## src/pkg/tcw_pkg.sv

```systemverilog
// Overview of operation
// RULE1 - Software mode drives output from level bit.
// RULE2 - Level bit one means high, zero low.
// RULE3 - Output controls ignored while capture mode runs.
// RULE4 - Mode 7: match clears, period event sets.
// RULE5 - Mode 6: match toggles, period event sets.
// RULE6 - Mode 5: match makes output inactive.
// RULE7 - Mode 4: each match inverts output.
// RULE8 - Mode 3: match sets, period event clears.
// RULE9 - Mode 2: match toggles, period event clears.
// RULE10 - Mode 1: match makes output active.
// RULE11 - Polarity one inverts output, zero passes.
// RULE12 - Mode bit one capture, zero compare.
// RULE13 - Data register holds compare value, resets zero.
// RULE14 - Capture loads counter value on trigger.
// RULE15 - Pairing uses partner match, else MAX/ZERO.
// RULE16 - Match strobe one cycle on equality.
// RULE17 - Polarity applied after the generation logic.
package tcw_pkg;

	localparam int unsigned CNT_W = 16;
	localparam int unsigned APB_AW = 12;
	localparam int unsigned APB_DW = 32;

	// Each channel owns an eight-byte window: control word, then data word.
	localparam logic [APB_AW-1:0] CH_STRIDE = 12'h008;
	localparam logic [APB_AW-1:0] CTL_OFS = 12'h000;
	localparam logic [APB_AW-1:0] DATA_OFS = 12'h004;
	localparam logic [APB_AW-1:0] STAT_OFS = 12'h100;

	localparam logic [2:0] GEN_SW = 3'h0;
	localparam logic [2:0] GEN_SET = 3'h1;
	localparam logic [2:0] GEN_TOG_RST = 3'h2;
	localparam logic [2:0] GEN_SET_RST = 3'h3;
	localparam logic [2:0] GEN_TOG = 3'h4;
	localparam logic [2:0] GEN_RST = 3'h5;
	localparam logic [2:0] GEN_TOG_SET = 3'h6;
	localparam logic [2:0] GEN_RST_SET = 3'h7;

	// Field order from bit 0 upward: mode, polarity, generation mode, level, pairing.
	typedef struct packed {
		logic pair_output_select;
		logic sw_output_level;
		logic [2:0] output_gen_mode;
		logic output_polarity;
		logic channel_mode_select;
	} tcw_ctl_type;

	localparam int unsigned CTL_W = 7;
	localparam tcw_ctl_type CTL_RST = 7'h00;
	localparam logic [CNT_W-1:0] DATA_RST = 16'h0000;

	typedef struct packed {
		logic [CNT_W-1:0] value;
		logic step;
		logic max;
		logic zero;
		logic down;
	} tcw_cnt_type;

endpackage

```

## src/rtl/tcw_cmp.sv

```systemverilog
`timescale 1ns/1ps
module tcw_cmp (
	input wire logic pclk,
	input wire logic presetn,
	input wire logic ce,
	input wire logic enable,
	input wire tcw_pkg::tcw_cnt_type cnt,
	input wire logic [tcw_pkg::CNT_W-1:0] cmp_value,
	output logic match_r
);

	// Qualifying with the counter step keeps a stalled counter from repeating the strobe.
	always_ff @(posedge pclk or negedge presetn)
	begin
		if (!presetn)
			match_r <= 1'b0;
		else if (ce)
			match_r <= enable && cnt.step && (cnt.value == cmp_value); // RULE16
	end

	property p_match_cause;
		@(posedge pclk) disable iff (!presetn)
		(match_r && $past(ce)) |-> $past(enable && cnt.step && (cnt.value == cmp_value));
	endproperty
	a_match_cause: assert property (p_match_cause) else $error("match without equality"); // RULE16

	property p_match_pulse;
		@(posedge pclk) disable iff (!presetn)
		(ce && enable && cnt.step && (cnt.value == cmp_value)) |=> match_r;
	endproperty
	a_match_pulse: assert property (p_match_pulse) else $error("equality gave no match"); // RULE16

endmodule

```

## src/rtl/tcw_top.sv

```systemverilog
// Our own choices: the APB interface to the registers and the address map.
`timescale 1ns/1ps
module tcw_top #(
	parameter int unsigned NCH = 2
) (
	input wire logic pclk,
	input wire logic presetn,
	input wire logic ce,
	input wire logic psel,
	input wire logic penable,
	input wire logic pwrite,
	input wire logic [tcw_pkg::APB_AW-1:0] paddr,
	input wire logic [tcw_pkg::APB_DW-1:0] pwdata,
	output logic [tcw_pkg::APB_DW-1:0] prdata,
	output logic pready,
	output logic pslverr,
	input wire tcw_pkg::tcw_cnt_type cnt_in,
	input wire logic [NCH-1:0] capture_trig,
	output logic [NCH-1:0] match_out,
	output logic [NCH-1:0] channel_wave_out
);

	localparam int unsigned CH_W = (NCH > 1) ? $clog2(NCH) : 1;

	// The status word carries two bits per channel, so sixteen channels fill it.
	generate
		if (NCH < 2 || (NCH % 2) != 0 || NCH > 16)
		begin : g_bad_nch
			$error("NCH must be an even count from 2 to 16");
		end
	endgenerate

	tcw_pkg::tcw_ctl_type ctl_r [NCH];
	logic [tcw_pkg::CNT_W-1:0] data_r [NCH];
	logic [NCH-1:0] state_w;
	logic pready_r;
	logic pslverr_r;
	logic [tcw_pkg::APB_DW-1:0] prdata_r;
	logic hit;
	logic hit_stat;
	logic sel_data;
	logic [CH_W-1:0] sel_ch;
	logic [tcw_pkg::APB_DW-1:0] rd_word;
	logic access;
	logic wr_go;

	// Decode: each channel window holds a control word and a data word; one status word sits above.
	always_comb
	begin
		hit = 1'b0;
		hit_stat = 1'b0;
		sel_data = 1'b0;
		sel_ch = '0;
		if (paddr == tcw_pkg::STAT_OFS)
			hit_stat = 1'b1;
		else
		begin
			for (int i = 0; i < NCH; i++)
			begin
				if (paddr == tcw_pkg::APB_AW'(i * tcw_pkg::CH_STRIDE + tcw_pkg::CTL_OFS))
				begin
					hit = 1'b1;
					sel_ch = CH_W'(i);
					sel_data = 1'b0;
				end
				else if (paddr == tcw_pkg::APB_AW'(i * tcw_pkg::CH_STRIDE + tcw_pkg::DATA_OFS))
				begin
					hit = 1'b1;
					sel_ch = CH_W'(i);
					sel_data = 1'b1;
				end
			end
		end
	end

	always_comb
	begin
		rd_word = '0;
		if (hit_stat)
			rd_word = tcw_pkg::APB_DW'({state_w, channel_wave_out});
		else if (hit && sel_data)
			rd_word = tcw_pkg::APB_DW'(data_r[sel_ch]);
		else if (hit)
			rd_word = tcw_pkg::APB_DW'(ctl_r[sel_ch]);
	end

	// The first access cycle prepares the answer; the write lands with pready in the second.
	assign access = ce && psel && penable;
	assign wr_go = access && pready_r && pwrite && hit;

	always_ff @(posedge pclk or negedge presetn)
	begin
		if (!presetn)
			pready_r <= 1'b0;
		else if (ce)
			pready_r <= access && !pready_r;
	end

	always_ff @(posedge pclk or negedge presetn)
	begin
		if (!presetn)
			pslverr_r <= 1'b0;
		else if (ce)
			pslverr_r <= access && !pready_r && !hit && !(hit_stat && !pwrite);
	end

	always_ff @(posedge pclk or negedge presetn)
	begin
		if (!presetn)
			prdata_r <= '0;
		else if (ce && access && !pready_r)
			prdata_r <= pwrite ? '0 : rd_word;
	end

	assign pready = pready_r;
	assign pslverr = pslverr_r;
	assign prdata = prdata_r;

	always_ff @(posedge pclk or negedge presetn)
	begin
		if (!presetn)
		begin
			for (int i = 0; i < NCH; i++)
				ctl_r[i] <= tcw_pkg::CTL_RST;
		end
		else if (wr_go && !sel_data)
			ctl_r[sel_ch] <= tcw_pkg::tcw_ctl_type'(pwdata[tcw_pkg::CTL_W-1:0]); // RULE12
	end

	// A capture arriving with a software write wins, so the hardware event is kept.
	always_ff @(posedge pclk or negedge presetn)
	begin
		if (!presetn)
		begin
			for (int i = 0; i < NCH; i++)
				data_r[i] <= tcw_pkg::DATA_RST; // RULE13
		end
		else
		begin
			for (int i = 0; i < NCH; i++)
			begin
				if (ce && ctl_r[i].channel_mode_select && capture_trig[i])
					data_r[i] <= cnt_in.value; // RULE14
				else if (wr_go && sel_data && sel_ch == CH_W'(i))
					data_r[i] <= pwdata[tcw_pkg::CNT_W-1:0]; // RULE13
			end
		end
	end

	genvar g;
	generate
		for (g = 0; g < NCH; g++)
		begin : g_ch
			tcw_cmp u_cmp (
				.pclk(pclk),
				.presetn(presetn),
				.ce(ce),
				.enable(!ctl_r[g].channel_mode_select), // RULE12
				.cnt(cnt_in),
				.cmp_value(data_r[g]), // RULE13
				.match_r(match_out[g])
			);

			// Partner of channel m is m xor 1, giving the pairs 0/1, 2/3, 4/5.
			tcw_wave u_wave (
				.pclk(pclk),
				.presetn(presetn),
				.ce(ce),
				.ctl(ctl_r[g]),
				.own_match(match_out[g]),
				.other_match(match_out[g ^ 1]), // RULE15
				.cnt(cnt_in),
				.state_r(state_w[g]),
				.wave_r(channel_wave_out[g])
			);
		end
	endgenerate

	property p_capture_load;
		@(posedge pclk) disable iff (!presetn)
		(ce && ctl_r[0].channel_mode_select && capture_trig[0]) |=> data_r[0] == $past(cnt_in.value);
	endproperty
	a_capture_load: assert property (p_capture_load) else $error("capture value not loaded"); // RULE14

	property p_data_write;
		@(posedge pclk) disable iff (!presetn)
		(wr_go && sel_data && sel_ch == '0 && !(ce && ctl_r[0].channel_mode_select && capture_trig[0]))
			|=> data_r[0] == $past(pwdata[tcw_pkg::CNT_W-1:0]);
	endproperty
	a_data_write: assert property (p_data_write) else $error("compare value not stored"); // RULE13

	property p_ctl_write;
		@(posedge pclk) disable iff (!presetn)
		(wr_go && !sel_data && sel_ch == '0)
			|=> ctl_r[0].channel_mode_select == $past(pwdata[0]);
	endproperty
	a_ctl_write: assert property (p_ctl_write) else $error("mode bit not stored"); // RULE12

	property p_capture_no_match;
		@(posedge pclk) disable iff (!presetn)
		(ce && ctl_r[1].channel_mode_select) |=> !match_out[1];
	endproperty
	a_capture_no_match: assert property (p_capture_no_match) else $error("match in capture mode"); // RULE12

	property p_ready_answer;
		@(posedge pclk) disable iff (!presetn)
		(access && !pready_r) |=> pready_r ##1 !pready_r;
	endproperty
	a_ready_answer: assert property (p_ready_answer) else $error("apb answer timing wrong");

	property p_pready_pulse;
		@(posedge pclk) disable iff (!presetn)
		(ce && pready_r) |=> !pready_r;
	endproperty
	a_pready_pulse: assert property (p_pready_pulse) else $error("pready stood too long");

	property p_ready_needs_access;
		@(posedge pclk) disable iff (!presetn)
		$rose(pready_r) |-> $past(access);
	endproperty
	a_ready_needs_access: assert property (p_ready_needs_access) else $error("pready without access");

	property p_err_unmapped;
		@(posedge pclk) disable iff (!presetn)
		(access && !pready_r && !hit && !hit_stat) |=> pslverr_r;
	endproperty
	a_err_unmapped: assert property (p_err_unmapped) else $error("unmapped access gave no error");

	property p_err_stat_write;
		@(posedge pclk) disable iff (!presetn)
		(access && !pready_r && hit_stat && pwrite) |=> pslverr_r;
	endproperty
	a_err_stat_write: assert property (p_err_stat_write) else $error("status write gave no error");

	property p_no_err_mapped;
		@(posedge pclk) disable iff (!presetn)
		(access && !pready_r && hit) |=> !pslverr_r;
	endproperty
	a_no_err_mapped: assert property (p_no_err_mapped) else $error("mapped access gave an error");

	property p_err_with_ready;
		@(posedge pclk) disable iff (!presetn)
		pslverr_r |-> pready_r;
	endproperty
	a_err_with_ready: assert property (p_err_with_ready) else $error("pslverr without pready");

	property p_stat_read;
		@(posedge pclk) disable iff (!presetn)
		(access && !pready_r && !pwrite && hit_stat)
			|=> prdata_r == tcw_pkg::APB_DW'($past({state_w, channel_wave_out}));
	endproperty
	a_stat_read: assert property (p_stat_read) else $error("status word read wrong");

	property p_read_zero_unmapped;
		@(posedge pclk) disable iff (!presetn)
		(access && !pready_r && !pwrite && !hit && !hit_stat) |=> prdata_r == '0;
	endproperty
	a_read_zero_unmapped: assert property (p_read_zero_unmapped) else $error("unmapped read not zero");

	property p_write_read_zero;
		@(posedge pclk) disable iff (!presetn)
		(access && !pready_r && pwrite) |=> prdata_r == '0;
	endproperty
	a_write_read_zero: assert property (p_write_read_zero) else $error("write left read data");

	property p_write_ignored;
		@(posedge pclk) disable iff (!presetn)
		(access && pready_r && pwrite && !hit && !(ctl_r[0].channel_mode_select && capture_trig[0]))
			|=> $stable(ctl_r[0]) && $stable(data_r[0]);
	endproperty
	a_write_ignored: assert property (p_write_ignored) else $error("refused write changed a register");

	property p_ce_freeze;
		@(posedge pclk) disable iff (!presetn)
		!ce |=> $stable(ctl_r[0]) && $stable(data_r[0]) && $stable(pready_r) && $stable(pslverr_r)
			&& $stable(match_out) && $stable(channel_wave_out);
	endproperty
	a_ce_freeze: assert property (p_ce_freeze) else $error("state moved with enable low");

	property p_ctl_fields;
		@(posedge pclk) disable iff (!presetn)
		(wr_go && !sel_data && sel_ch == '0)
			|=> ctl_r[0] == tcw_pkg::tcw_ctl_type'($past(pwdata[tcw_pkg::CTL_W-1:0]));
	endproperty
	a_ctl_fields: assert property (p_ctl_fields) else $error("control fields not stored");

	property p_ch1_data_write;
		@(posedge pclk) disable iff (!presetn)
		(wr_go && sel_data && sel_ch == CH_W'(1) && !(ce && ctl_r[1].channel_mode_select && capture_trig[1]))
			|=> data_r[1] == $past(pwdata[tcw_pkg::CNT_W-1:0]);
	endproperty
	a_ch1_data_write: assert property (p_ch1_data_write) else $error("second compare value not stored"); // RULE13

	property p_capture_load1;
		@(posedge pclk) disable iff (!presetn)
		(ce && ctl_r[1].channel_mode_select && capture_trig[1]) |=> data_r[1] == $past(cnt_in.value);
	endproperty
	a_capture_load1: assert property (p_capture_load1) else $error("second capture not loaded"); // RULE14

	property p_capture_no_match0;
		@(posedge pclk) disable iff (!presetn)
		(ce && ctl_r[0].channel_mode_select) |=> !match_out[0];
	endproperty
	a_capture_no_match0: assert property (p_capture_no_match0) else $error("first match in capture mode"); // RULE12

	c_capture: cover property (@(posedge pclk) disable iff (!presetn)
		ctl_r[0].channel_mode_select && capture_trig[0] && ce);
	c_read_data: cover property (@(posedge pclk) disable iff (!presetn)
		access && pready_r && !pwrite && hit && sel_data);

endmodule

```

## src/rtl/tcw_wave.sv

```systemverilog
`timescale 1ns/1ps
module tcw_wave (
	input wire logic pclk,
	input wire logic presetn,
	input wire logic ce,
	input wire tcw_pkg::tcw_ctl_type ctl,
	input wire logic own_match,
	input wire logic other_match,
	input wire tcw_pkg::tcw_cnt_type cnt,
	output logic state_r,
	output logic wave_r
);

	logic ev_a;
	logic ev_b;
	logic state_nxt;

	always_comb
	begin
		ev_a = own_match;
		ev_b = ctl.pair_output_select ? other_match : (cnt.down ? cnt.zero : cnt.max); // RULE15
		state_nxt = state_r;
		if (!ctl.channel_mode_select)
		begin
			// When both events coincide the period event wins, so the cycle start is never lost.
			case (ctl.output_gen_mode)
				tcw_pkg::GEN_SW: state_nxt = ctl.sw_output_level; // RULE1 RULE2
				tcw_pkg::GEN_SET: if (ev_a || (ctl.pair_output_select && other_match)) state_nxt = 1'b1; // RULE10
				tcw_pkg::GEN_TOG_RST: if (ev_b) state_nxt = 1'b0; else if (ev_a) state_nxt = ~state_r; // RULE9
				tcw_pkg::GEN_SET_RST: if (ev_b) state_nxt = 1'b0; else if (ev_a) state_nxt = 1'b1; // RULE8
				tcw_pkg::GEN_TOG: if (ev_a || (ctl.pair_output_select && other_match)) state_nxt = ~state_r; // RULE7
				tcw_pkg::GEN_RST: if (ev_a || (ctl.pair_output_select && other_match)) state_nxt = 1'b0; // RULE6
				tcw_pkg::GEN_TOG_SET: if (ev_b) state_nxt = 1'b1; else if (ev_a) state_nxt = ~state_r; // RULE5
				default: if (ev_b) state_nxt = 1'b1; else if (ev_a) state_nxt = 1'b0; // RULE4
			endcase
		end
	end

	always_ff @(posedge pclk or negedge presetn)
	begin
		if (!presetn)
			state_r <= 1'b0;
		else if (ce)
			state_r <= state_nxt;
	end

	// In capture mode the pin simply holds, so polarity writes cannot glitch it.
	always_ff @(posedge pclk or negedge presetn)
	begin
		if (!presetn)
			wave_r <= 1'b0;
		else if (ce && !ctl.channel_mode_select) // RULE3
			wave_r <= state_nxt ^ ctl.output_polarity; // RULE11 RULE17
	end

	property p_sw_level;
		@(posedge pclk) disable iff (!presetn)
		(ce && !ctl.channel_mode_select && ctl.output_gen_mode == tcw_pkg::GEN_SW)
			|=> wave_r == ($past(ctl.sw_output_level) ^ $past(ctl.output_polarity));
	endproperty
	a_sw_level: assert property (p_sw_level) else $error("software level not shown"); // RULE1

	property p_capture_hold;
		@(posedge pclk) disable iff (!presetn)
		ctl.channel_mode_select |=> $stable(wave_r) && $stable(state_r);
	endproperty
	a_capture_hold: assert property (p_capture_hold) else $error("output moved in capture mode"); // RULE3

	property p_polarity_after;
		@(posedge pclk) disable iff (!presetn)
		(ce && !ctl.channel_mode_select) |=> wave_r == (state_r ^ $past(ctl.output_polarity));
	endproperty
	a_polarity_after: assert property (p_polarity_after) else $error("polarity not applied last"); // RULE17

	property p_rst_set;
		@(posedge pclk) disable iff (!presetn)
		(ce && !ctl.channel_mode_select && ctl.output_gen_mode == tcw_pkg::GEN_RST_SET && !ctl.pair_output_select
			&& !cnt.down && cnt.max) |=> state_r;
	endproperty
	a_rst_set: assert property (p_rst_set) else $error("max did not set output"); // RULE4

	property p_set_rst;
		@(posedge pclk) disable iff (!presetn)
		(ce && !ctl.channel_mode_select && ctl.output_gen_mode == tcw_pkg::GEN_SET_RST && own_match && !ev_b)
			|=> state_r;
	endproperty
	a_set_rst: assert property (p_set_rst) else $error("match did not set output"); // RULE8

	property p_toggle;
		@(posedge pclk) disable iff (!presetn)
		(ce && !ctl.channel_mode_select && ctl.output_gen_mode == tcw_pkg::GEN_TOG && own_match)
			|=> state_r != $past(state_r);
	endproperty
	a_toggle: assert property (p_toggle) else $error("toggle missed"); // RULE7

	property p_reset_pair;
		@(posedge pclk) disable iff (!presetn)
		(ce && !ctl.channel_mode_select && ctl.output_gen_mode == tcw_pkg::GEN_RST && ctl.pair_output_select
			&& other_match) |=> !state_r;
	endproperty
	a_reset_pair: assert property (p_reset_pair) else $error("pair match did not reset"); // RULE6

	property p_set_mode;
		@(posedge pclk) disable iff (!presetn)
		(ce && !ctl.channel_mode_select && ctl.output_gen_mode == tcw_pkg::GEN_SET && own_match) |=> state_r;
	endproperty
	a_set_mode: assert property (p_set_mode) else $error("set mode missed"); // RULE10

	property p_tog_set_zero;
		@(posedge pclk) disable iff (!presetn)
		(ce && !ctl.channel_mode_select && ctl.output_gen_mode == tcw_pkg::GEN_TOG_SET && !ctl.pair_output_select
			&& cnt.down && cnt.zero) |=> state_r;
	endproperty
	a_tog_set_zero: assert property (p_tog_set_zero) else $error("zero did not set output"); // RULE5

	property p_tog_rst_pair;
		@(posedge pclk) disable iff (!presetn)
		(ce && !ctl.channel_mode_select && ctl.output_gen_mode == tcw_pkg::GEN_TOG_RST && ctl.pair_output_select
			&& other_match) |=> !state_r;
	endproperty
	a_tog_rst_pair: assert property (p_tog_rst_pair) else $error("pair match did not clear"); // RULE9

	c_toggle_run: cover property (@(posedge pclk) disable iff (!presetn)
		(ctl.output_gen_mode == tcw_pkg::GEN_TOG && own_match) ##[1:50] own_match);
	c_pair_pwm: cover property (@(posedge pclk) disable iff (!presetn)
		(ctl.pair_output_select && ctl.output_gen_mode == tcw_pkg::GEN_RST_SET && other_match) ##[1:50] own_match);

endmodule
```

## config.mk

```make
export PLATFORM = sky130hd
export DESIGN_NAME = tcw_top
export DESIGN_NICKNAME = d
export VERILOG_FILES = /design/src/pkg/tcw_pkg.sv /design/src/rtl/tcw_cmp.sv /design/src/rtl/tcw_top.sv /design/src/rtl/tcw_wave.sv
export SDC_FILE = /design/constraint.sdc
export NUM_CORES = 1
export LEC_CHECK = 0
export ABC_AREA = 0
export BUFFER_PORTS_ARGS = -buffer_cell sky130_fd_sc_hd__buf_2
export CELL_PAD_IN_SITES_DETAIL_PLACEMENT = 0
export CELL_PAD_IN_SITES_GLOBAL_PLACEMENT = 1
export CORE_MARGIN = 8
export CORE_UTILIZATION = 40
export DETAILED_ROUTE_END_ITERATION = 6
export GPL_TIMING_DRIVEN = 0
export PLACE_DENSITY = 0.84
export SYNTH_ARGS = -nofsm -noshare
export SYNTH_HDL_FRONTEND = slang
export SYNTH_SLANG_ARGS = --single-unit
export TNS_END_PERCENT = 100
```

## constraint.sdc

```tcl
create_clock -name pclk -period 2.7 [get_ports pclk]
set_clock_uncertainty 0.15 [all_clocks]
set_input_delay 0.54 -clock pclk [delete_from_list [all_inputs] [get_ports pclk]]
set_output_delay 0.54 -clock pclk [all_outputs]
set_load 0.01 [all_outputs]
```

* Yosys cells after proc, flatten, opt, wreduce, memory -nomap -nowiden
Index checks and enable logic that the tools add are counted. W data, S select, Z words.
Storage, ports and cells: input bits 72, memories kept 0, logic and storage cells 147, bits in writable memories 0, output and inout bits 38, bits in latches 0, ROM bits 0, register bits 86
Cells by class: add/subtract/negate cells 0, bitwise gates (word level) 6, multipliers 0, order comparisons 2, shift operators 0, equality and inequality tests 18, div/mod/pow operators 0, multiplexer cells 57, reduce and logical (&&, ||, !) cells 43
Operators with widths (count):
- $mux W16 | 9
- $mux W1 | 38
- $mux W7 | 5
- $eq A16 B16 Y1 | 2
- $mux W32 | 1
- $logic_and A1 B1 Y1 | 29
- $eq A12 B4 Y1 const B | 2
- $eq A3 B3 Y1 const B | 6
- $bwmux W14 | 1
- $pmux W1 S7 | 2
- $eq A12 B3 Y1 const B | 1
- $eq A12 B9 Y1 const B | 1
- $eq A3 B2 Y1 const B | 4
- $logic_not A12 Y1 | 1
- $demux W7 S1 | 1
- $logic_not A1 Y1 | 7
- $eq A3 B1 Y1 const B | 2
- $logic_not A3 Y1 | 2
- $reduce_bool A2 Y1 | 2
- $not A1 Y1 | 3
- $ge A2 B2 Y1 const B | 1
- $logic_or A1 B1 Y1 | 2
- $lt A2 B1 Y1 const B | 1
- $not A1 Y2 | 1
- $xor A1 B1 Y1 | 2

* Longest topological paths before layout
Gate-level depths: netlist of the first run.
word-level depth 12, mapped depth 7, depth with buffers taken out 7

* Hierarchy
From an unflattened synthesis of the first run, not the netlist that was laid out.
Unflattened totals: cells, all modules 469, area total of the unflattened synthesis 4498.1 µm²
By module, submodules not included:
- tcw_top | cells an instance 361, area an instance 3562.2 µm², seq. area each 1601.5 µm², times used 1
- tcw_wave | cells an instance 29, area an instance 249.0 µm², seq. area each 50.0 µm², times used 2
- tcw_cmp | cells an instance 25, area an instance 219.0 µm², seq. area each 25.0 µm², times used 2

* Least setup slack after synthesis of the first run
OpenSTA, ideal clock, no wires.
kind register to register, from register ctl_r[6] (netlist bit), to register g_ch[1].u_wave.wave_r, data arrival time 1842 ps, slack 585 ps, path buffers 0, required time 2426 ps, clock period less this slack 2115 ps, stages on the path, launching flop included 8, path through dfrtp_1 a21oi_1 ha_1 mux2_2 or3_1 nand4b_1 mux2i_1 a211o_1
Between the ends: cells in the longest elaborated chain, start to end 6
RTL lines:
- start: declaration | line tcw_top.sv:33 | tcw_pkg::tcw_ctl_type ctl_r [NCH];
- start signal: indexed assignment | line tcw_top.sv:124 | ctl_r[i] <= tcw_pkg::CTL_RST;
- start signal: indexed assignment | line tcw_top.sv:127 | ctl_r[sel_ch] <= tcw_pkg::tcw_ctl_type'(pwdata[tcw_pkg::CTL_W-1:0]);
- $logic_and A1 B1 Y1 | line tcw_wave.sv:28, tcw_wave.sv:31, tcw_wave.sv:32
- $logic_or A1 B1 Y1 | line tcw_wave.sv:28, tcw_wave.sv:31, tcw_wave.sv:32
- $mux W1, on equally long branches | line tcw_wave.sv:32, tcw_wave.sv:28, tcw_wave.sv:31
- $pmux W1 S7 (*) | line tcw_wave.sv:26 | case (ctl.output_gen_mode)
- $mux W1 (*) | line tcw_wave.sv:23 | if (!ctl.channel_mode_select)
- $xor A1 B1 Y1 (*) | line tcw_wave.sv:53 | wave_r <= state_nxt ^ ctl.output_polarity;
- end signal: assignment | line tcw_wave.sv:53
- end: declaration | line tcw_wave.sv:11 | output logic wave_r
Mark *: on every way between the ends. The rest lies on a longest branch, timed or not. A chain may end at the register's enable or synchronous reset.

* Final worst setup path of the first run
Same ends and word-level chain as after synthesis.

==> flow_metrics.py, run 1 <==
metrics = {
    "clocking": {
        "clk_path_buf_depth": 2,
        "clockRootBuffer": "clkbuf_8",
        "clock_latency_ns": 0.34,
        "cts_buffers": 9,
        "htree_levels": 3,
        "cts_hold_buf": 0,
        "cts_num_sinks": 70,
        "ctsResizeCount": 0,
        "cts_tree": "done",
        "cts_setup_buffers": 0,
        "clk_pin_slew_worst_paths_ns": 0.07,
    },
    "critical_path": {
        "max_stage_delay_ns": 0.44,
        "crit_slowest_cell": "dfrtp_1",
        "endpoint_kind": "flip-flop",
        "crit_family": "compound AO/OA/AOI/OAI gates",
        "cp.required_ns": 2.78,
        "reg2reg_to": "g_ch[1].u_wave.wave_r$_DFFE_PN0P_",
        "path_depth": 7,
        "startpoint_type": "flip-flop",
        "crit_buf_inv": 0,
        "cp.arrival_ns": 2.34,
        "path_cells": "a21oi_1 -> ha_1 -> mux2_2 -> or3_1 -> nand4b_1 -> mux2i_1 -> a211o_1",
        "worstRegToRegCells": 7,
        "reg2reg_from": "ctl_r[6]$_DFFE_PN0P_",
        "r2r_slack_ns": 0.44,
        "crit_type": "reg2reg",
        "cp_max_fo": 6,
    },
    "yosys": {
        "synth-simple-area-share": 0.141,
        "ys.warnings.count": 0,
        "synth-main-ff-cell": "dfrtp_1",
        "synth_area_um2": 4130,
        "synth_top_family_by_area": "simple AND/OR/NAND/NOR gates",
        "synthAdderAreaFrac": 0.0242,
        "synthDistinctLibCells": 48,
        "synth_mux_area_frac": 0.135,
        "synthXorXnorAreaFrac": 0.0679,
        "async_reset_ff_frac": 1.00,
        "yosys_register_bits": 70,
        "syn_inst": 428,
        "synth_edf_count": 0,
        "ys_seq_area_frac": 0.424,
        "synth_compound_area_frac": 0.134,
        "syn_area_per_cell_um2": 9.64,
    },
    "timing": {
        "finalSetupTns_ns": 0,
        "hold_viol": 0,
        "fin_crit_sh": 0.837,
        "worst_slack_ns": 0.441,
        "relSlewSlack": 0.616,
        "tightest_slew_ns": 0.576,
        "rsz0062_at_grt": "no",
        "setup_viol": 0,
        "maxSlewViolCount": 0,
        "fin_crit_ns": 2.26,
        "fmax_mhz": 443,
    },
    "global_route": {
        "grt_overflow": 0,
        "grt_pass1_vias": 3663,
        "grt_usage": 0.170,
        "grt_pass1_wl_um": 19000,
        "grt_max_degree": 71,
        "antenna_found_initial": 0,
    },
    "cells_and_area": {
        "area_delta_synth_final_pct": 19.6,
        "mostFrequentLayoutCell": "buf_2",
        "nFillCells": 992,
        "layout_common_cells": "buf_2 (80), dfrtp_1 (70), nand2_1 (42)",
        "stdcell_count": 672,
        "nNetsFinal": 612,
        "multi_input_area_um2": 2130,
        "antennaDiodeCount": 0,
        "register_area_um2": 1750,
        "drive_gt1_frac": 0.257,
    },
    "place": {
        "place.gp.congestion": 0.851,
        "pre_cts_slack_ns": 0.275,
        "place_inst": 657,
        "io_buffers": 77,
        "dp.final_hpwl_um": 8850,
    },
    "floorplan": {
        "start_util": 0.405,
        "row_count": 37,
        "die_area_um2": 13800,
        "core-area_um2": 10200,
        "die_w_um": 118,
        "die_h_um": 118,
        "io_pins": 110,
    },
    "routing": {
        "drt-pass1-iter-count": 5,
        "ant_nets": 0,
        "post_drt_wl_per_cell_um": 17.2,
        "drcViolationCount": 0,
        "finalWirelength_um": 11500,
        "drtIter0Drc": 216,
        "vias_per_cell": 5.12,
        "num_vias": 3438,
    },
    "power": {
        "p_per_area_nw_per_um2": 414,
        "ir_drop_v": 0.000222,
        "leakagePower_nw": 2.67,
    },
    "run": {
        "drv_cap": 0,
    },
    "outcome": {
        "status": "finished clean",
    },
    "min_path": {
        "hold_class": "in2async",
    },
}
==> registers in the layout, summed over array words and instances (netlist names) <==
register / flops
pready: 1
pslverr: 1
g_ch.u_wave.wave_r: 2
g_ch.u_cmp.match_r: 2
prdata: 16
g_ch.u_wave.state_r: 2
data_r: 32
ctl_r: 14
==> worst max path at each step <==
| stage | to | start | slack (ns) |
|---|---|---|---|
| 4_1_cts | g_ch[1].u_wave.wave_r$_DFFE_PN0P_ | ctl_r[6]$_DFFE_PN0P_ | 0.43 |
| 5_1_grt | g_ch[1].u_wave.wave_r$_DFFE_PN0P_ | ctl_r[6]$_DFFE_PN0P_ | 0.30 |
| 2_1_floorplan | g_ch[1].u_wave.wave_r$_DFFE_PN0P_ | ctl_r[6]$_DFFE_PN0P_ | 0.58 |
| 3_5_place_dp | data_r[6]$_DFFE_PN0P_ | ce | 0.28 |
| 3_3_place_gp | pready$_DFFE_PN0P_ | ce | 0.30 |
| 6_report | g_ch[1].u_wave.wave_r$_DFFE_PN0P_ | ctl_r[6]$_DFFE_PN0P_ | 0.44 |
==> layer usage <==
layer | wire (µm) | GRT usage
met1 | 5190 | 0.209
met2 | 5720 | 0.289
met3 | 495 | 0.0388
met4 | 123 | 0.0520
met5 | 0 | 0
==> synthesized netlist by cell type, types with 2 or more instances <==
| library cell | n | area [µm²] |
|---|---|---|
| dfrtp_1 | 70 | 1750 |
| nand2_1 | 42 | 158 |
| nor2_1 | 41 | 154 |
| mux2i_1 | 32 | 320 |
| xor2_1 | 30 | 263 |
| o21ai_0 | 25 | 125 |
| buf_4 | 23 | 173 |
| o22ai_1 | 18 | 113 |
| inv_1 | 13 | 48.8 |
| mux2_2 | 13 | 146 |
| a21oi_1 | 12 | 60.1 |
| o21ai_1 | 10 | 50.1 |
| clkbuf_1 | 8 | 30.0 |
| ha_1 | 8 | 100 |
| nor2b_1 | 7 | 43.8 |
| a31oi_1 | 6 | 37.5 |
| mux2_1 | 6 | 67.6 |
| nand3_1 | 6 | 30.0 |
| nor4_1 | 6 | 37.5 |
| o221ai_1 | 5 | 43.8 |
| a22oi_1 | 4 | 30.0 |
| buf_2 | 4 | 20.0 |
| nand4_1 | 4 | 25.0 |
| and3_1 | 3 | 18.8 |
| nor3_1 | 3 | 15.0 |
| buf_6 | 2 | 22.5 |
| nand2b_1 | 2 | 12.5 |
| nand4b_1 | 2 | 17.5 |
| o211a_1 | 2 | 20.0 |
| o211ai_1 | 2 | 15.0 |
| xnor2_1 | 2 | 17.5 |
==> cells by family (layout without fill, tap and decap cells) <==
group | after synthesis | count (layout)
xor gates and xnor gates | 32 | 32
adders and majority gates | 8 | 8
buffers and inverters | 51 | 144
DFF | 70 | 70
other | 1 | 16
AOI/OAI and AO/OA | 91 | 91
and+or+nand+nor | 123 | 123
muxes | 52 | 52
==> metrics by stage <==
| stage | utilization | cell area (µm²) | power [W] | hold slack [ns] |
|---|---|---|---|---|
| 6_report | 0.485 | 4940 | 0.00205 | 0.0526 |
| 3_3_place_gp | 0.465 | 4740 | 0.00131 | 0.313 |
| 3_5_place_dp | 0.468 | 4770 | 0.00131 | 0.319 |
| 4_1_cts | 0.485 | 4940 | 0.00206 | 0.0618 |
| 5_1_grt | 0.485 | 4940 | 0.00214 | 0.0536 |
| 2_1_floorplan | - | 4180 | 0.00119 | 0.0944 |
==> final cells by class <==
cell class / instances / area share
multi-input combinational: 322 / 0.432
inverter: 13 / 0.00988
tap: 136 / 0.0345
clock buffer: 14 / 0.0329
buffer: 38 / 0.0504
timing repair buffer: 78 / 0.0841
clock inverter: 1 / 0.00101
sequential: 70 / 0.355
==> where the power goes <==
part / switching, W / internal, W
Combinational: 0.000131 / 0.0000970
Clock: 0.000371 / 0.000379
Sequential: 0.0000108 / 0.00106
Total: 0.000512 / 0.00153
No activity file was read; power rests on OpenSTA's default activity.
==> run 2, diff against run 1 <==
CORE_UTILIZATION = 36   (was 40)
PLACE_DENSITY = 0.8   (was 0.84)
clock period = 2 ns   (was 2.7 ns; I/O delays follow)
==> flow_metrics.py, run 2 (synthesis results as in run 1) <==
metrics = {
    "min_path": {
        "hold_class": "in2async",
    },
    "clocking": {
        "clockRootBuffer": "clkbuf_16",
        "cts_tree": "done",
        "clk_path_buf_depth": 2,
        "cts_hold_buf": 0,
        "htree_levels": 3,
        "cts_num_sinks": 70,
        "clock_latency_ns": 0.33,
        "cts_buffers": 9,
        "clk_pin_slew_worst_paths_ns": 0.05,
    },
    "cells_and_area": {
        "layout_common_cells": "buf_2 (80), dfrtp_1 (68), nand2_1 (42)",
        "nFillCells": 1122,
        "nNetsFinal": 618,
        "largest_reg_flops": 32,
        "area_delta_synth_final_pct": 23.4,
        "largest_register": "data_r",
        "antennaDiodeCount": 0,
        "stdcell_count": 686,
        "drive_gt1_frac": 0.284,
        "mostFrequentLayoutCell": "buf_2",
    },
    "critical_path": {
        "reg2reg_to": "g_ch[1].u_wave.wave_r$_DFFE_PN0P_",
        "crit_end": "g_ch[1].u_wave.wave_r$_DFFE_PN0P_",
        "crit_type": "reg2reg",
        "worstRegToRegCells": 7,
        "r2r_slack_ns": -0.15,
        "startpoint_type": "flip-flop",
        "cp.arrival_ns": 2.21,
        "startpoint": "ctl_r[6]$_DFFE_PN0P_",
        "endpoint_kind": "flip-flop",
        "cp.required_ns": 2.06,
        "reg2reg_from": "ctl_r[6]$_DFFE_PN0P_",
        "cp_max_fo": 3,
    },
    "routing": {
        "drtIter0Drc": 210,
        "drt-pass1-iter-count": 5,
        "num_vias": 3586,
        "finalWirelength_um": 12200,
        "vias_per_cell": 5.23,
        "post_drt_wl_per_cell_um": 17.7,
        "ant_nets": 0,
        "drcViolationCount": 0,
    },
    "timing": {
        "relSlewSlack": 0.400,
        "hold_viol": 0,
        "whs_ns": 0.0535,
        "rsz0062_at_grt": "yes",
        "fin_crit_ns": 2.15,
        "fmax_mhz": 466,
        "tightest_slew_ns": 0.900,
        "finalSetupTns_ns": -0.277,
        "fin_crit_sh": 1.07,
        "setup_viol": 3,
        "worst_slack_ns": -0.147,
        "maxSlewViolCount": 0,
    },
    "power": {
        "ir_drop_v": 0.000376,
        "p_per_area_nw_per_um2": 628,
        "leakagePower_nw": 2.74,
        "power_w": 0.00320,
    },
    "global_route": {
        "grt_max_degree": 71,
        "grt_pass1_vias": 3757,
        "grt_pass1_wl_um": 19300,
        "grt_overflow": 0,
        "antenna_found_initial": 0,
        "grt_usage": 0.164,
    },
    "run": {
        "drv_cap": 0,
    },
    "floorplan": {
        "start_util": 0.365,
        "die_w_um": 123,
        "io_pins": 110,
        "die_area_um2": 15100,
        "die_h_um": 123,
        "core-area_um2": 11300,
        "row_count": 39,
    },
    "place": {
        "place.gp.congestion": 0.860,
        "io_buffers": 77,
        "pre_cts_slack_ns": -0.284,
        "dp.final_hpwl_um": 9170,
        "place_inst": 663,
    },
    "outcome": {
        "status": "finished with violations",
        "violations": "setup timing",
    },
}
## run 2: cell types whose count changed in the layout (fill, tap and decap cells not counted), moves of 2 or more
cell / previous run / this run
clkbuf_1: 11 / 8
clkbuf_8: 11 / 1
buf_4: 24 / 31
clkinv_2: 1 / 3
clkbuf_2: 0 / 2
dfrtp_2: 0 / 2
clkbuf_16: 0 / 9
dfrtp_1: 70 / 68
## run 2: layer usage
layer,vias to the layer above,GRT usage,routed length (µm)
met4,0,0.0587,261
met5,-,0,0
met1,1744,0.205,5220
met2,129,0.274,5830
li1,1697,-,-
met3,16,0.0365,846
## run 2: area by class of cell
type,count,area (µm²),area share
multi-input cells,322,2150,0.422
flip-flops and latches,70,1750,0.344
repair buffers,84,440,0.0865
plain buffers,38,251,0.0494
clock buffers,12,246,0.0484
well taps,143,179,0.0351
inverters,13,48.8,0.00958
clock inverters,4,22.5,0.00442
## run 2: worst min-delay path by stage
stage                             end  slack [ns]  cells past startpoint
2_1_floorplan    ctl_r[0]$_DFFE_PN0P_       -0.05                      0
3_3_place_gp   prdata[13]$_DFFE_PN0P_        0.31                      2
3_5_place_dp    prdata[8]$_DFFE_PN0P_        0.32                      2
4_1_cts        data_r[16]$_DFFE_PN0P_        0.09                      1
5_1_grt        data_r[16]$_DFFE_PN0P_        0.12                      1
6_report       data_r[16]$_DFFE_PN0P_        0.05                      1
## run 2: repair_timing
item,in CTS,in global routing
setup buffers,6,1
gates resized for setup,3,5
pin swaps,2,0
endpoints found under the setup margin,14,24
endpoints found under the hold margin,0,0
cloned,0,0
## run 2: per-stage QoR
step	utilization	cell area, µm²
global placement	0.420	4760
CTS	0.448	5080
global route	0.450	5090
finish	0.450	5090
floorplan	-	4190
detailed placement	0.420	4760
## run 2: worst max-delay path: stages, from the launching register on
cell,delay [ns]
dfrtp_2,0.41
a21oi_2,0.18
ha_1,0.25
mux2_2,0.26
or3_4,0.34
nand4b_1,0.10
mux2i_1,0.07
a211o_1,0.27
## run 2: report_power, final
group | internal (W) | switching [W] | leakage [nW]
logic | 0.000130 | 0.000179 | 1.64
registers | 0.00143 | 0.0000146 | 0.967
clock network | 0.000866 | 0.000579 | 0.132
total | 0.00243 | 0.000773 | 2.74
